==> src/verilog/scr_pkg.sv <==
// Constants, field layout and pin-drive decoding for the serial configuration port.
// Assumes one 40 MHz system clock; serial pins are asynchronous to it.
package scr_pkg;

  // ****************************************
  // Word layout
  // ****************************************
  localparam int unsigned WORD_W = 32;
  localparam int unsigned ADDR_W = 5;
  localparam int unsigned DATA_W = 27;
  localparam int unsigned PIN_COUNT = 3;
  localparam int unsigned STATUS_PINS = 4;
  localparam int unsigned PAIR_COUNT = 5;
  localparam int unsigned DAC_W = 10;
  localparam logic [4:0] LAST_BIT = 5'h1A;

  // ****************************************
  // Register addresses
  // ****************************************
  localparam logic [4:0] ADDR_PAIR01 = 5'h00;
  localparam logic [4:0] ADDR_PINS_LOCK = 5'h0C;
  localparam logic [4:0] ADDR_PINS_HOLD = 5'h0D;
  localparam logic [4:0] ADDR_PINS_IN1 = 5'h0E;
  localparam logic [4:0] ADDR_DAC = 5'h17;
  localparam logic [4:0] ADDR_READBACK = 5'h1F;

  // ****************************************
  // Field positions within the 27 data bits
  // ****************************************
  localparam int unsigned SOFT_RESET_POS = 12;
  localparam int unsigned LOCK_MUX_POS = 22;
  localparam int unsigned LOCK_TYPE_POS = 19;
  localparam int unsigned LATCH_RD_POS = 16;
  localparam int unsigned HOLD_MUX_POS = 22;
  localparam int unsigned HOLD_TYPE_POS = 19;
  localparam int unsigned IN1_MUX_POS = 15;
  localparam int unsigned IN0_TYPE_POS = 11;
  localparam int unsigned IN0_MUX_POS = 7;
  localparam int unsigned IN1_TYPE_POS = 19;
  localparam int unsigned RB_ADDR_POS = 11;
  localparam int unsigned RB_LATCH_POS = 16;
  localparam int unsigned DAC_POS = 0;

  // ****************************************
  // Pin source and output type codes
  // ****************************************
  localparam logic [4:0] SRC_LOW = 5'h00;
  localparam logic [4:0] SRC_READBACK = 5'h06;
  localparam logic [2:0] TYPE_PUSHPULL = 3'h3;
  localparam logic [2:0] TYPE_INV_PUSHPULL = 3'h4;

  // ****************************************
  // Reset values
  // ****************************************
  localparam logic [26:0] PAIR_CTRL_RST = 27'h0000000;
  localparam logic [4:0] LOCK_MUX_RST = 5'h00;
  localparam logic [2:0] LOCK_TYPE_RST = 3'h3;
  localparam logic [4:0] HOLD_MUX_RST = 5'h06;
  localparam logic [2:0] HOLD_TYPE_RST = 3'h3;
  localparam logic [2:0] IN_MUX_RST = 3'h0;
  localparam logic [2:0] IN_TYPE_RST = 3'h3;
  localparam logic [4:0] RB_ADDR_RST = 5'h00;
  localparam logic RB_LATCH_RST = 1'b0;

  typedef enum logic [2:0]
  {
    RB_IDLE = 3'b001,
    RB_SHIFT = 3'b010,
    RB_DONE = 3'b100
  } scr_rb_state_t;

  // Returns {output enable, level}; readback only through a plain push-pull type
  function automatic logic [1:0] scr_pin_drive(input logic [4:0] mux, input logic [2:0] ptype,
                                               input logic rb_bit, input logic src);
    logic lvl;
    logic drive;
    lvl = 1'b0;
    drive = (ptype == TYPE_PUSHPULL) || (ptype == TYPE_INV_PUSHPULL);
    if (mux == SRC_LOW)
    begin
      lvl = 1'b0;
    end
    else if (mux == SRC_READBACK)
    begin
      lvl = (ptype == TYPE_PUSHPULL) ? rb_bit : 1'b0;
    end
    else
    begin
      lvl = src;
    end
    if ((ptype == TYPE_INV_PUSHPULL) && (mux != SRC_READBACK))
    begin
      lvl = ~lvl;
    end
    return {drive, lvl & drive};
  endfunction : scr_pin_drive

endpackage : scr_pkg

==> src/verilog/scr_rb_if.sv <==
// Carrier between the port controller and the readback shifter.
// Both ends run on the same system clock.
`timescale 1ns/10ps
interface scr_rb_if;
  logic load;
  logic [26:0] word;
  logic step;
  logic active;
  logic bit_q;
  logic valid;

  modport ctrl
  (
    output load,
    output word,
    output step,
    output active,
    input bit_q,
    input valid
  );

  modport shf
  (
    input load,
    input word,
    input step,
    input active,
    output bit_q,
    output valid
  );
endinterface : scr_rb_if

==> src/verilog/scr_pin_sync.sv <==
// Three-stage synchronisers for the serial port pins.
// A new level is accepted only when stages two and three agree.
`timescale 1ns/10ps
module scr_pin_sync
  import scr_pkg::*;
(
  input wire logic i_clock,
  input wire logic i_rst_n,
  input wire logic [scr_pkg::PIN_COUNT-1:0] i_pins,
  output logic [scr_pkg::PIN_COUNT-1:0] o_stable
);

  genvar g;
  generate
    for (g = 0; g < PIN_COUNT; g++)
    begin : g_pin
      logic [2:0] stage;
      always_ff @(posedge i_clock or negedge i_rst_n)
      begin
        if (!i_rst_n)
        begin
          stage <= 3'h0;
        end
        else
        begin
          stage <= {stage[1:0], i_pins[g]};
        end
      end
      always_ff @(posedge i_clock or negedge i_rst_n)
      begin
        if (!i_rst_n)
        begin
          o_stable[g] <= 1'b0;
        end
        else if (stage[1] == stage[2])
        begin
          o_stable[g] <= stage[2];
        end
      end
    end
  endgenerate

endmodule : scr_pin_sync

==> src/verilog/scr_readback_shifter.sv <==
// Shifts a loaded 27-bit register image out one bit per serial clock rise.
// Assumes load and step never fall in the same cycle.
`timescale 1ns/10ps
module scr_readback_shifter
  import scr_pkg::*;
(
  input wire logic i_clock,
  input wire logic i_rst_n,
  scr_rb_if.shf rb
);

  scr_rb_state_t state;
  logic [26:0] shreg;
  logic [4:0] count;
  logic [26:0] held_word;
  logic take;

  assign take = rb.step && rb.active;

  always_ff @(posedge i_clock or negedge i_rst_n)
  begin
    if (!i_rst_n)
    begin
      state <= RB_IDLE;
      shreg <= 27'h0000000;
      count <= 5'h00;
    end
    else if (rb.load)
    begin
      state <= RB_SHIFT;
      shreg <= {rb.word[25:0], 1'b0};
      count <= 5'h00;
    end
    else if (take)
    begin
      case (state)
        RB_SHIFT:
        begin
          shreg <= {shreg[25:0], 1'b0};
          count <= count + 5'h01;
          if (count == LAST_BIT)
          begin
            state <= RB_DONE;
          end
        end
        RB_DONE: state <= RB_DONE;
        RB_IDLE: state <= RB_IDLE;
        default: state <= RB_IDLE;
      endcase
    end
  end

  // MSB shown at load, one rise ahead
  // Pin path is longer than half a serial period, so each bit is
  // launched one rise early and stands across the following fall
  // Extra clocks give invalid zero
  always_ff @(posedge i_clock or negedge i_rst_n)
  begin
    if (!i_rst_n)
    begin
      rb.bit_q <= 1'b0;
      rb.valid <= 1'b0;
    end
    else if (rb.load)
    begin
      rb.bit_q <= rb.word[26];
      rb.valid <= 1'b1;
    end
    else if (take)
    begin
      if ((state == RB_SHIFT) && (count != LAST_BIT))
      begin
        rb.bit_q <= shreg[26];
        rb.valid <= 1'b1;
      end
      else
      begin
        rb.bit_q <= 1'b0;
        rb.valid <= 1'b0;
      end
    end
  end

  // ****************************************
  // Checks
  // ****************************************
  always_ff @(posedge i_clock or negedge i_rst_n)
  begin
    if (!i_rst_n)
    begin
      held_word <= 27'h0000000;
    end
    else if (rb.load)
    begin
      held_word <= rb.word;
    end
  end
endmodule : scr_readback_shifter

==> src/verilog/scr_serial_config.sv <==
// Serial configuration port: write capture, register bank and status-pin readback.
// Assumes the serial pins come from the host, asynchronous to i_clock, and
// that the serial clock is several system clocks per phase.
//
// How it works
// - Readback only on plain push-pull readback-selected pins
// - Holdover pin defaults to readback source
// - Each serial rise presents next readback bit
// - Readback uses address written same transaction
// - MSB first, complete after 27 clocks
// - Bits beyond 27 are invalid, ignored
// - Bit valid at serial clock fall
// - Data captured on serial clock rise
// - Read at write address, latch bit elsewhere
// - DAC count is read-only, readback only
// - Reserved bits undefined on readback
// - Readback returns data bits, offset five
// - Soft reset bit restores defaults, ignores rest
`timescale 1ns/10ps
module scr_serial_config
  import scr_pkg::*;
(
  input wire logic i_clock,
  input wire logic i_rst_n,
  input wire logic i_latch_enable_pin,
  input wire logic i_serial_clock_pin,
  input wire logic i_serial_data_pin,
  input wire logic [scr_pkg::DAC_W-1:0] i_tuning_dac_count,
  input wire logic [scr_pkg::STATUS_PINS-1:0] i_status_src,
  output logic [scr_pkg::STATUS_PINS-1:0] o_status_out,
  output logic [scr_pkg::STATUS_PINS-1:0] o_status_oe,
  output logic [scr_pkg::PAIR_COUNT*scr_pkg::DATA_W-1:0] o_output_pair_ctrl,
  output logic o_read_latch_hold_mode
);
  import scr_pkg::*;

  // ****************************************
  // Pin sampling
  // ****************************************
  logic [2:0] pins_s;
  logic le_s;
  logic sclk_s;
  logic sdata_s;
  logic le_q;
  logic sclk_q;
  logic le_rise;
  logic sclk_rise;

  scr_pin_sync u_sync
  (
    .i_clock(i_clock),
    .i_rst_n(i_rst_n),
    .i_pins({i_serial_data_pin, i_serial_clock_pin, i_latch_enable_pin}),
    .o_stable(pins_s)
  );

  assign le_s = pins_s[0];
  assign sclk_s = pins_s[1];
  assign sdata_s = pins_s[2];

  always_ff @(posedge i_clock or negedge i_rst_n)
  begin
    if (!i_rst_n)
    begin
      le_q <= 1'b0;
      sclk_q <= 1'b0;
    end
    else
    begin
      le_q <= le_s;
      sclk_q <= sclk_s;
    end
  end

  assign le_rise = le_s && !le_q;
  assign sclk_rise = sclk_s && !sclk_q;

  // ****************************************
  // Write capture
  // ****************************************
  logic [31:0] shift_in;
  logic [4:0] wr_addr;
  logic [26:0] wr_data;
  logic soft_rst;

  always_ff @(posedge i_clock or negedge i_rst_n)
  begin
    if (!i_rst_n)
    begin
      shift_in <= 32'h00000000;
    end
    else if (sclk_rise && !le_s)
    begin
      shift_in <= {shift_in[30:0], sdata_s};
    end
  end

  assign wr_addr = shift_in[4:0];
  assign wr_data = shift_in[31:5];
  assign soft_rst = le_rise && (wr_addr == ADDR_PAIR01) && wr_data[SOFT_RESET_POS];

  // ****************************************
  // Register bank
  // ****************************************
  logic [26:0] pair_ctrl [PAIR_COUNT];
  logic [4:0] lock_mux;
  logic [2:0] lock_type;
  logic [4:0] hold_mux;
  logic [2:0] hold_type;
  logic [2:0] in0_mux;
  logic [2:0] in0_type;
  logic [2:0] in1_mux;
  logic [2:0] in1_type;
  logic [4:0] rb_addr;
  logic rb_latch;

  genvar g;
  generate
    for (g = 0; g < PAIR_COUNT; g++)
    begin : g_pair
      always_ff @(posedge i_clock or negedge i_rst_n)
      begin
        if (!i_rst_n)
        begin
          pair_ctrl[g] <= PAIR_CTRL_RST;
        end
        else if (soft_rst)
        begin
          pair_ctrl[g] <= PAIR_CTRL_RST;
        end
        else if (le_rise && (wr_addr == 5'(g)))
        begin
          pair_ctrl[g] <= wr_data;
        end
      end
      assign o_output_pair_ctrl[g*DATA_W +: DATA_W] = pair_ctrl[g];
    end
  endgenerate

  always_ff @(posedge i_clock or negedge i_rst_n)
  begin
    if (!i_rst_n)
    begin
      lock_mux <= LOCK_MUX_RST;
      lock_type <= LOCK_TYPE_RST;
      hold_mux <= HOLD_MUX_RST;
      hold_type <= HOLD_TYPE_RST;
      in0_mux <= IN_MUX_RST;
      in0_type <= IN_TYPE_RST;
      in1_mux <= IN_MUX_RST;
      in1_type <= IN_TYPE_RST;
    end
    else if (soft_rst)
    begin
      lock_mux <= LOCK_MUX_RST;
      lock_type <= LOCK_TYPE_RST;
      hold_mux <= HOLD_MUX_RST;
      hold_type <= HOLD_TYPE_RST;
      in0_mux <= IN_MUX_RST;
      in0_type <= IN_TYPE_RST;
      in1_mux <= IN_MUX_RST;
      in1_type <= IN_TYPE_RST;
    end
    else if (le_rise)
    begin
      case (wr_addr)
        ADDR_PINS_LOCK:
        begin
          lock_mux <= wr_data[LOCK_MUX_POS +: 5];
          lock_type <= wr_data[LOCK_TYPE_POS +: 3];
        end
        ADDR_PINS_HOLD:
        begin
          hold_mux <= wr_data[HOLD_MUX_POS +: 5];
          hold_type <= wr_data[HOLD_TYPE_POS +: 3];
          in1_mux <= wr_data[IN1_MUX_POS +: 3];
          in0_type <= wr_data[IN0_TYPE_POS +: 3];
          in0_mux <= wr_data[IN0_MUX_POS +: 3];
        end
        ADDR_PINS_IN1: in1_type <= wr_data[IN1_TYPE_POS +: 3];
        default: lock_mux <= lock_mux;
      endcase
    end
  end

  // No storage behind the DAC address, writes fall away
  always_ff @(posedge i_clock or negedge i_rst_n)
  begin
    if (!i_rst_n)
    begin
      rb_addr <= RB_ADDR_RST;
      rb_latch <= RB_LATCH_RST;
    end
    else if (soft_rst)
    begin
      rb_addr <= RB_ADDR_RST;
      rb_latch <= RB_LATCH_RST;
    end
    else if (le_rise && (wr_addr == ADDR_READBACK))
    begin
      rb_addr <= wr_data[RB_ADDR_POS +: 5];
      rb_latch <= wr_data[RB_LATCH_POS];
    end
  end

  assign o_read_latch_hold_mode = rb_latch;

  // ****************************************
  // Readback image and control
  // ****************************************
  scr_rb_if rb ();
  logic [26:0] next_rb_word;
  logic rb_load;

  // Image per address, latch bit under lock pin setup
  always_comb
  begin
    next_rb_word = 27'h0000000;
    if (rb_addr < 5'(PAIR_COUNT))
    begin
      next_rb_word = pair_ctrl[rb_addr[2:0]];
    end
    else
    begin
      case (rb_addr)
        ADDR_PINS_LOCK:
        begin
          next_rb_word[LOCK_MUX_POS +: 5] = lock_mux;
          next_rb_word[LOCK_TYPE_POS +: 3] = lock_type;
          next_rb_word[LATCH_RD_POS] = rb_latch;
        end
        ADDR_PINS_HOLD:
        begin
          next_rb_word[HOLD_MUX_POS +: 5] = hold_mux;
          next_rb_word[HOLD_TYPE_POS +: 3] = hold_type;
          next_rb_word[IN1_MUX_POS +: 3] = in1_mux;
          next_rb_word[IN0_TYPE_POS +: 3] = in0_type;
          next_rb_word[IN0_MUX_POS +: 3] = in0_mux;
        end
        ADDR_PINS_IN1: next_rb_word[IN1_TYPE_POS +: 3] = in1_type;
        ADDR_DAC: next_rb_word[DAC_POS +: DAC_W] = i_tuning_dac_count;
        ADDR_READBACK: next_rb_word[RB_ADDR_POS +: 5] = rb_addr;
        default: next_rb_word = 27'h0000000;
      endcase
    end
  end

  // Load one cycle after the write lands
  always_ff @(posedge i_clock or negedge i_rst_n)
  begin
    if (!i_rst_n)
    begin
      rb_load <= 1'b0;
    end
    else
    begin
      rb_load <= le_rise;
    end
  end

  assign rb.load = rb_load;
  assign rb.word = next_rb_word;
  assign rb.step = sclk_rise;
  // Read phase with LE high in hold mode
  assign rb.active = rb_latch ? le_s : !le_s;

  scr_readback_shifter u_shifter
  (
    .i_clock(i_clock),
    .i_rst_n(i_rst_n),
    .rb(rb.shf)
  );

  // ****************************************
  // Status pins
  // ****************************************
  logic [1:0] drv [STATUS_PINS];

  // Readback gated by source and type
  // Registered, steady until next serial rise
  assign drv[0] = scr_pin_drive(lock_mux, lock_type, rb.bit_q, i_status_src[0]);
  assign drv[1] = scr_pin_drive(hold_mux, hold_type, rb.bit_q, i_status_src[1]);
  assign drv[2] = scr_pin_drive({2'h0, in0_mux}, in0_type, rb.bit_q, i_status_src[2]);
  assign drv[3] = scr_pin_drive({2'h0, in1_mux}, in1_type, rb.bit_q, i_status_src[3]);

  generate
    for (g = 0; g < STATUS_PINS; g++)
    begin : g_stat
      always_ff @(posedge i_clock or negedge i_rst_n)
      begin
        if (!i_rst_n)
        begin
          o_status_out[g] <= 1'b0;
          o_status_oe[g] <= 1'b0;
        end
        else
        begin
          o_status_out[g] <= drv[g][0];
          o_status_oe[g] <= drv[g][1];
        end
      end
    end
  endgenerate
endmodule : scr_serial_config

==> config.mk <==
export PLATFORM = sky130hd
export DESIGN_NAME = scr_serial_config
export DESIGN_NICKNAME = d
export VERILOG_FILES = /design/src/verilog/scr_pkg.sv /design/src/verilog/scr_rb_if.sv /design/src/verilog/scr_pin_sync.sv /design/src/verilog/scr_readback_shifter.sv /design/src/verilog/scr_serial_config.sv
export SDC_FILE = /design/constraint.sdc
export NUM_CORES = 1
export LEC_CHECK = 0
export BUFFER_PORTS_ARGS = -buffer_cell sky130_fd_sc_hd__buf_2
export CORE_ASPECT_RATIO = 1.75
export CORE_MARGIN = 2
export CORE_UTILIZATION = 35
export DETAILED_ROUTE_END_ITERATION = 8
export MAX_ROUTING_LAYER = met4
export PLACE_DENSITY = 0.56
export SKIP_LAST_GASP = 1
export SLEW_MARGIN = 5
export SYNTH_ARGS = -nofsm -noshare
export SYNTH_HDL_FRONTEND = slang
export SYNTH_HIERARCHICAL = 1
export SYNTH_SLANG_ARGS = --single-unit
==> constraint.sdc <==
create_clock -name i_clock -period 2.5 [get_ports i_clock]
set_input_delay 0.125 -clock i_clock [delete_from_list [all_inputs] [get_ports i_clock]]
set_output_delay 0.125 -clock i_clock [all_outputs]
set_load 0.02 [all_outputs]
; ---- Yosys cells after proc, flatten, opt, wreduce, memory -nomap -nowiden
; Index checks and enable logic that the tools add are counted.
[classes]
n_lt_le_gt_ge = 2
n_addsub = 1
muxes = 81
n_reduce_logical = 45
n_eq_ne = 37
n_bitwise = 9
[op_table]
columns = operator, count
row1 = two-way mux 27 bit, 16
row2 = binary-select mux 27 bit (select 3 bit), 1
row3 = two-way mux 3 bit, 21
row4 = two-way mux 5 bit, 11
row5 = == test 5 x 4 -> 1 bit (second input constant), 6
row6 = two-way mux 1 bit, 24
row7 = nonzero test 2 bit, 12
row8 = == test 3 bit (second input constant), 7
row9 = == test 5 bit (second input constant), 4
row10 = one-hot mux 3 bit (2 select lines), 3
row11 = logical AND 1 bit, 16
row12 = == test 3 x 2 -> 1 bit (second input constant), 5
row13 = == test 5 x 3 -> 1 bit (second input constant), 3
row14 = logical NOT 5 bit, 3
row15 = == test 5 x 2 -> 1 bit (second input constant), 2
row16 = inequality test 5 x 3 -> 1 bit (second input constant), 2
row17 = one-hot mux 5 bit (2 select lines), 1
row18 = AND reduction 2 bit, 5
row19 = one-hot mux 3 bit (3 select lines), 1
row20 = two-way mux 7 bit, 1
row21 = logical NOT 3 bit, 2
row22 = inequality test 3 bit (second input constant), 2
row23 = adder 5 x 1 -> 5 bit (second input constant), 1
row24 = == test 5 x 1 -> 1 bit (second input constant), 1
row25 = 11 further kinds, 25
[word_totals]
output_inout_bits = 144
wordCells = 212
in_bits = 19
ff_bits = 260

; ---- Logic depth before layout (Yosys ltp)
[depth]
depth_word = 7
mapped_depth = 9
ltp_nobuf = 6

; ---- Cells and area by module
; Netlist, hierarchy kept.
[modules_own_cells]
columns = module, seq_area_each_um2, instances, cells_per_inst, area_per_inst_um2
row1 = scr_serial_config, 5317.6, 1, 872, 9795.6
row2 = scr_readback_shifter, 902.1, 1, 202, 1820.5
row3 = scr_pin_sync, 300.3, 1, 15, 334.1

; ---- Worst setup path after synthesis
; OpenSTA, ideal clock, no wires.
[synth_timing]
kind = reg-to-reg
from = reg rb_addr[0]
to = reg u_shifter.shreg[7]
path_stages_with_launch = 8
setup_slack_ps = 643
n_path_buf = 2
period_less_slack_ps = 1857
setup_ps = 123
t_arrival_ps = 1734
required_ps = 2377
path_cell_list = dfrtp_1 buf_2 buf_2 mux4_2 a222oi_1 inv_1 nor2b_1 a21oi_1
[synth_between]
elab_chain_len = 6
elab_cells_between_ends = 9
cone_classes = order compare (1) / eq/ne (1) / mux (6) / bitwise (1)
[synth_rtl]
columns = element, line_no
row1 = start: declaration, scr_serial_config.sv:114  ; logic [4:0] rb_addr;
row2 = start signal: assignment, scr_serial_config.sv:201  ; rb_addr <= wr_data[RB_ADDR_POS +: 5];
row3 = inverter 3 -> 4 bit (not written as such), scr_serial_config.sv:221  ; next_rb_word = pair_ctrl[rb_addr[2:0]];
row4 = binary-select mux 27 bit (select 3 bit), scr_serial_config.sv:221
row5 = two-way mux 27 bit (not written as such) (2 in series), scr_serial_config.sv:221
row6 = two-way mux 27 bit (*), scr_serial_config.sv:219  ; if (rb_addr < 5'(PAIR_COUNT))
row7 = net next_rb_word[6], scr_serial_config.sv:212  ; logic [26:0] next_rb_word;
row8 = two-way mux 27 bit (*), scr_readback_shifter.sv:28  ; else if (rb.load)
row9 = end signal: assignment, scr_readback_shifter.sv:31  ; shreg <= {rb.word[25:0], 1'b0};
row10 = end signal: assignment, scr_readback_shifter.sv:39  ; shreg <= {shreg[25:0], 1'b0};
row11 = end: declaration, scr_readback_shifter.sv:13  ; logic [26:0] shreg;
; The timed path passes the listed nets; every way through them passes the cells marked *. The select of a mux whose other input is x is not followed.
; A chain may end at the register's enable or synchronous reset.

; ---- Worst setup path in the final report
[layout_timing]
from = reg u_sync/o_stable[0] in the netlist's numbering
to = reg pair_ctrl (netlist bit o_output_pair_ctrl[45])
[layout_between]
elab_chain_len = 4
elab_cells_between_ends = 6
cone_classes = mux (1) / reduce/logical (5)
[layout_rtl]
columns = element, line_no
row1 = start: declaration, scr_pin_sync.sv:10  ; output logic [scr_pkg::PIN_COUNT-1:0] o_stable
row2 = start signal: indexed assignment, scr_pin_sync.sv:37  ; o_stable[g] <= stage[2];
row3 = logical AND 1 bit (*), scr_serial_config.sv:75  ; assign le_rise = le_s && !le_q;
row4 = logical AND 1 bit (2 in series), scr_serial_config.sv:100  ; assign soft_rst = le_rise && (wr_addr == ADDR_PAIR01) && wr_data[SOFT_RESET_POS];
row5 = two-way mux 27 bit or nonzero test 2 bit (tied branches), -
row6 = end signal: indexed assignment, scr_serial_config.sv:133  ; pair_ctrl[g] <= wr_data;
row7 = end: declaration, scr_serial_config.sv:105  ; logic [26:0] pair_ctrl [PAIR_COUNT];
; Mark *: on every way between the ends. The rest lies on a longest branch, timed or not.

==> summary.md <==
| Metric | Value |
|---|---|
| Global-route wire length before repair | `between 50,000 and 60,000 µm` |
| Cts repair resizes | `0` |
| R2r setup slk | `approximately 310 ps` |
| DRT antenna net count | `0` |
| Clk sinks | `between 200 and 300` |
| Reg2Reg Launch Point | `u_sync/o_stable[0]` |
| Hold Fails Final Rpt | `0` |
| Power Dens Cells | `~730 nW/µm²` |
| Worst-path fanout max | `10` |
| Peak VDD IR | `722.7 µV` |
| Number of buffers created by CTS | `25` |
| Post-synth net total | `1,106` |
| Yosys warns | `6` |
| Clk_lat worst skew | `approximately 540 ps` |
| Initial Util | `a little over a third` |
| GRT Total Usage | `a little over a fifth` |
| Startpoint types | `flip-flop` |
| Register-to-Register Path Depth | `5` |
| CP Class | `reg -> reg` |
| Area delta synth->final | `20.06%` |
| Syn Inst Count | `between 1,000 and 1,500` |
| Worst Tran Pin Value | `~860 ps` |
| HP Class | `in -> reg` |
| H-tree Lvls | `1` |
| Clock Tree Buf Depth | `3` |
| RePlAce Congestion | `between 0.8 and 0.9` |
| CTS clk-pin slew, worst paths | `around 70 ps` |
| RSZ-0062 raised after global routing | `no` |
| Antenna diodes | `0` |
| Pin count of the biggest net entering global routing | `about 90` |
| DR pass1 iterations | `7` |
| Die width | `143.5 µm` |
| Max-slew violations | `0` |
| CTS tree | `built` |
| Post-DP Area | `13,260 µm²` |
| Register share of total power | `between 40% and 50%` |
| Final #Nets | `between 1,000 and 1,500` |
| Via count of the first global-routing pass | `9,186` |
| Die Ht | `248.0 µm` |
| Number of DRC markers in iteration 0 | `between 600 and 700` |
| Final period utilization | `approximately 88%` |
| Combinational share of power | `between 10% and 20%` |
| Fraction of layout cells with a size suffix above 1 | `a little over a quarter` |
| Post-DP HPWL | `around 26,000 µm` |
| Leakage | `a little over 7 nW` |
| Fmax | `about 0.46 GHz` |
| P_sw | `roughly 2.7 mW` |
| Status | `finished, final reports clean` |
| Placement Rows | `a little under 90` |
| CORE AREA | `between 30,000 and 40,000 µm²` |
| Critical R2R Capture | `o_output_pair_ctrl[45]` |
| Die ar. | `35,580 µm²` |
| CP required | `around 2900 ps` |
| Crit path to | `o_output_pair_ctrl[45]` |
| Top Ports | `163` |
| Mapped Avg Cell Area | `~11 µm²` |
| Setup_tns | `0 ps` |
| Clock power share | `40.2%` |
| Sw Ratio | `26.34%` |
| IO Port Bufs | `about 160` |
| Via count | `9,110` |
| CTS root buffer | `clkbuf_16` |
| Avg Vias per Cell | `~5.4` |
| Crit path from | `u_sync/o_stable[0]` |
| WL final | `roughly 37,000 µm` |
| Final Skew | `between 20 and 30 ps` |
| Power Total | `10.38 mW` |
| Final min period | `~2200 ps` |
| CTS hold repair buffers | `14` |
| Internal | `about 7.6 mW` |
| Max_cap viols | `0` |
| WL/cell | `about 22 µm` |
| # setup viols final | `0` |
| Initial antenna violation count | `0` |
| Gr ovfl total | `0` |
| WP data arrival | `between 2000 and 3000 ps` |
| Post-CTS Setup Inserts | `0` |
| CP Capture Type | `flip-flop` |
| Post-route cell area | `14,300 µm²` |
| Rel. slew slack | `42.42%` |
| Drt drc | `0` |
| Mapped Area | `roughly 12,000 µm²` |
per-layer routing:
metal	vias up	GRT usage, %	routed length (µm)
met5	-	-	0
met1	4679	25.11	14390
li1	4151	-	-
met2	216	37.66	19890
met4	0	8.449	1404
met3	64	2.268	1304
power by group through the flow:
| stage | combinational [mW] | clock [mW] | sequential [mW] |
|---|---|---|---|
| floorplan | 0.787 | 0 | 4.98 |
| finish | 1.23 | 4.17 | 4.98 |
| CTS | 1.25 | 4.27 | 4.97 |
| global placement | 1.20 | 0 | 5.03 |
| detailed placement | 1.23 | 0 | 5.04 |
| global route | 1.38 | 4.42 | 5.03 |
sequential cells by signal (all words and copies together) (netlist names), 4 cells and up:
register	count
u_sync/g_pin.stage	9
lock_mux	5
u_shifter/count	5
o_status_out	4
hold_mux	5
o_status_oe	4
u_shifter/shreg	26
o_output_pair_ctrl	135
rb_addr	5
shift_in	32
placed cells by master (no fill, tap or decap), types with 4 or more instances in the layout:
cell type        n
mux2i_1         62
o31ai_1          4
nor3_1           5
nor2_1          74
nor2b_1         32
buf_4           30
nand2b_1        25
nand3_1         22
inv_1           19
dfstp_2         11
clkbuf_8         7
a22oi_1         13
a31oi_1         27
and2_1           5
a22o_1          43
buf_12           6
nand3b_1         5
nand2_1        128
mux4_2          27
o21ai_0         67
a222oi_1        11
clkbuf_16       25
dlygate4sd3_1   14
buf_2          161
bufinv_16        5
o22a_1           9
dfrtp_1        247
mux2_2          32
a221o_1          5
o21ai_1          4
a21oi_1         65
metrics by stage:
stage	utilization [%]	instances	setup slack [ps]	hold slack, ps
4_1_cts	42.53	1701	340.2	1.257
5_1_grt	42.53	1701	139.5	43.98
6_report	42.53	1701	310.9	14.18
3_3_place_gp	39.43	1644	349.1	162.4
3_5_place_dp	39.43	1644	344.0	162.2
2_1_floorplan	-	1085	643.0	-170.6
layout make-up:
cell class	count	area, µm²
Fill cell	3309	19330
Sequential cell	259	6496
Multi-Input combinational cell	713	4956
Timing Repair Buffer	212	1306
Clock buffer	35	733.2
Tap cell	455	569.3
Clock inverter	8	168.9
Inverter	19	71.32
worst min-delay path by stage:
stage	end	slack, ps	startpoint	cells after the start
floorplan	hold_mux[0]	-170	i_rst_n	0
finish	u_shifter/shreg[5]	10	i_tuning_dac_count[4]	5
global placement	o_output_pair_ctrl[78]	160	i_rst_n	1
detailed placement	o_output_pair_ctrl[78]	160	i_rst_n	1
global route	o_status_out[0]	40	i_status_src[0]	4
CTS	u_shifter/shreg[5]	1	i_tuning_dac_count[4]	5
critical path, stage by stage, from the launching register on:
cell	delay [ps]
dfrtp_1	550
nor3b_2	500
nand3_2	440
buf_4	360
mux2i_1	180
nor2_1	60
Power figures use the tool's default switching activity.
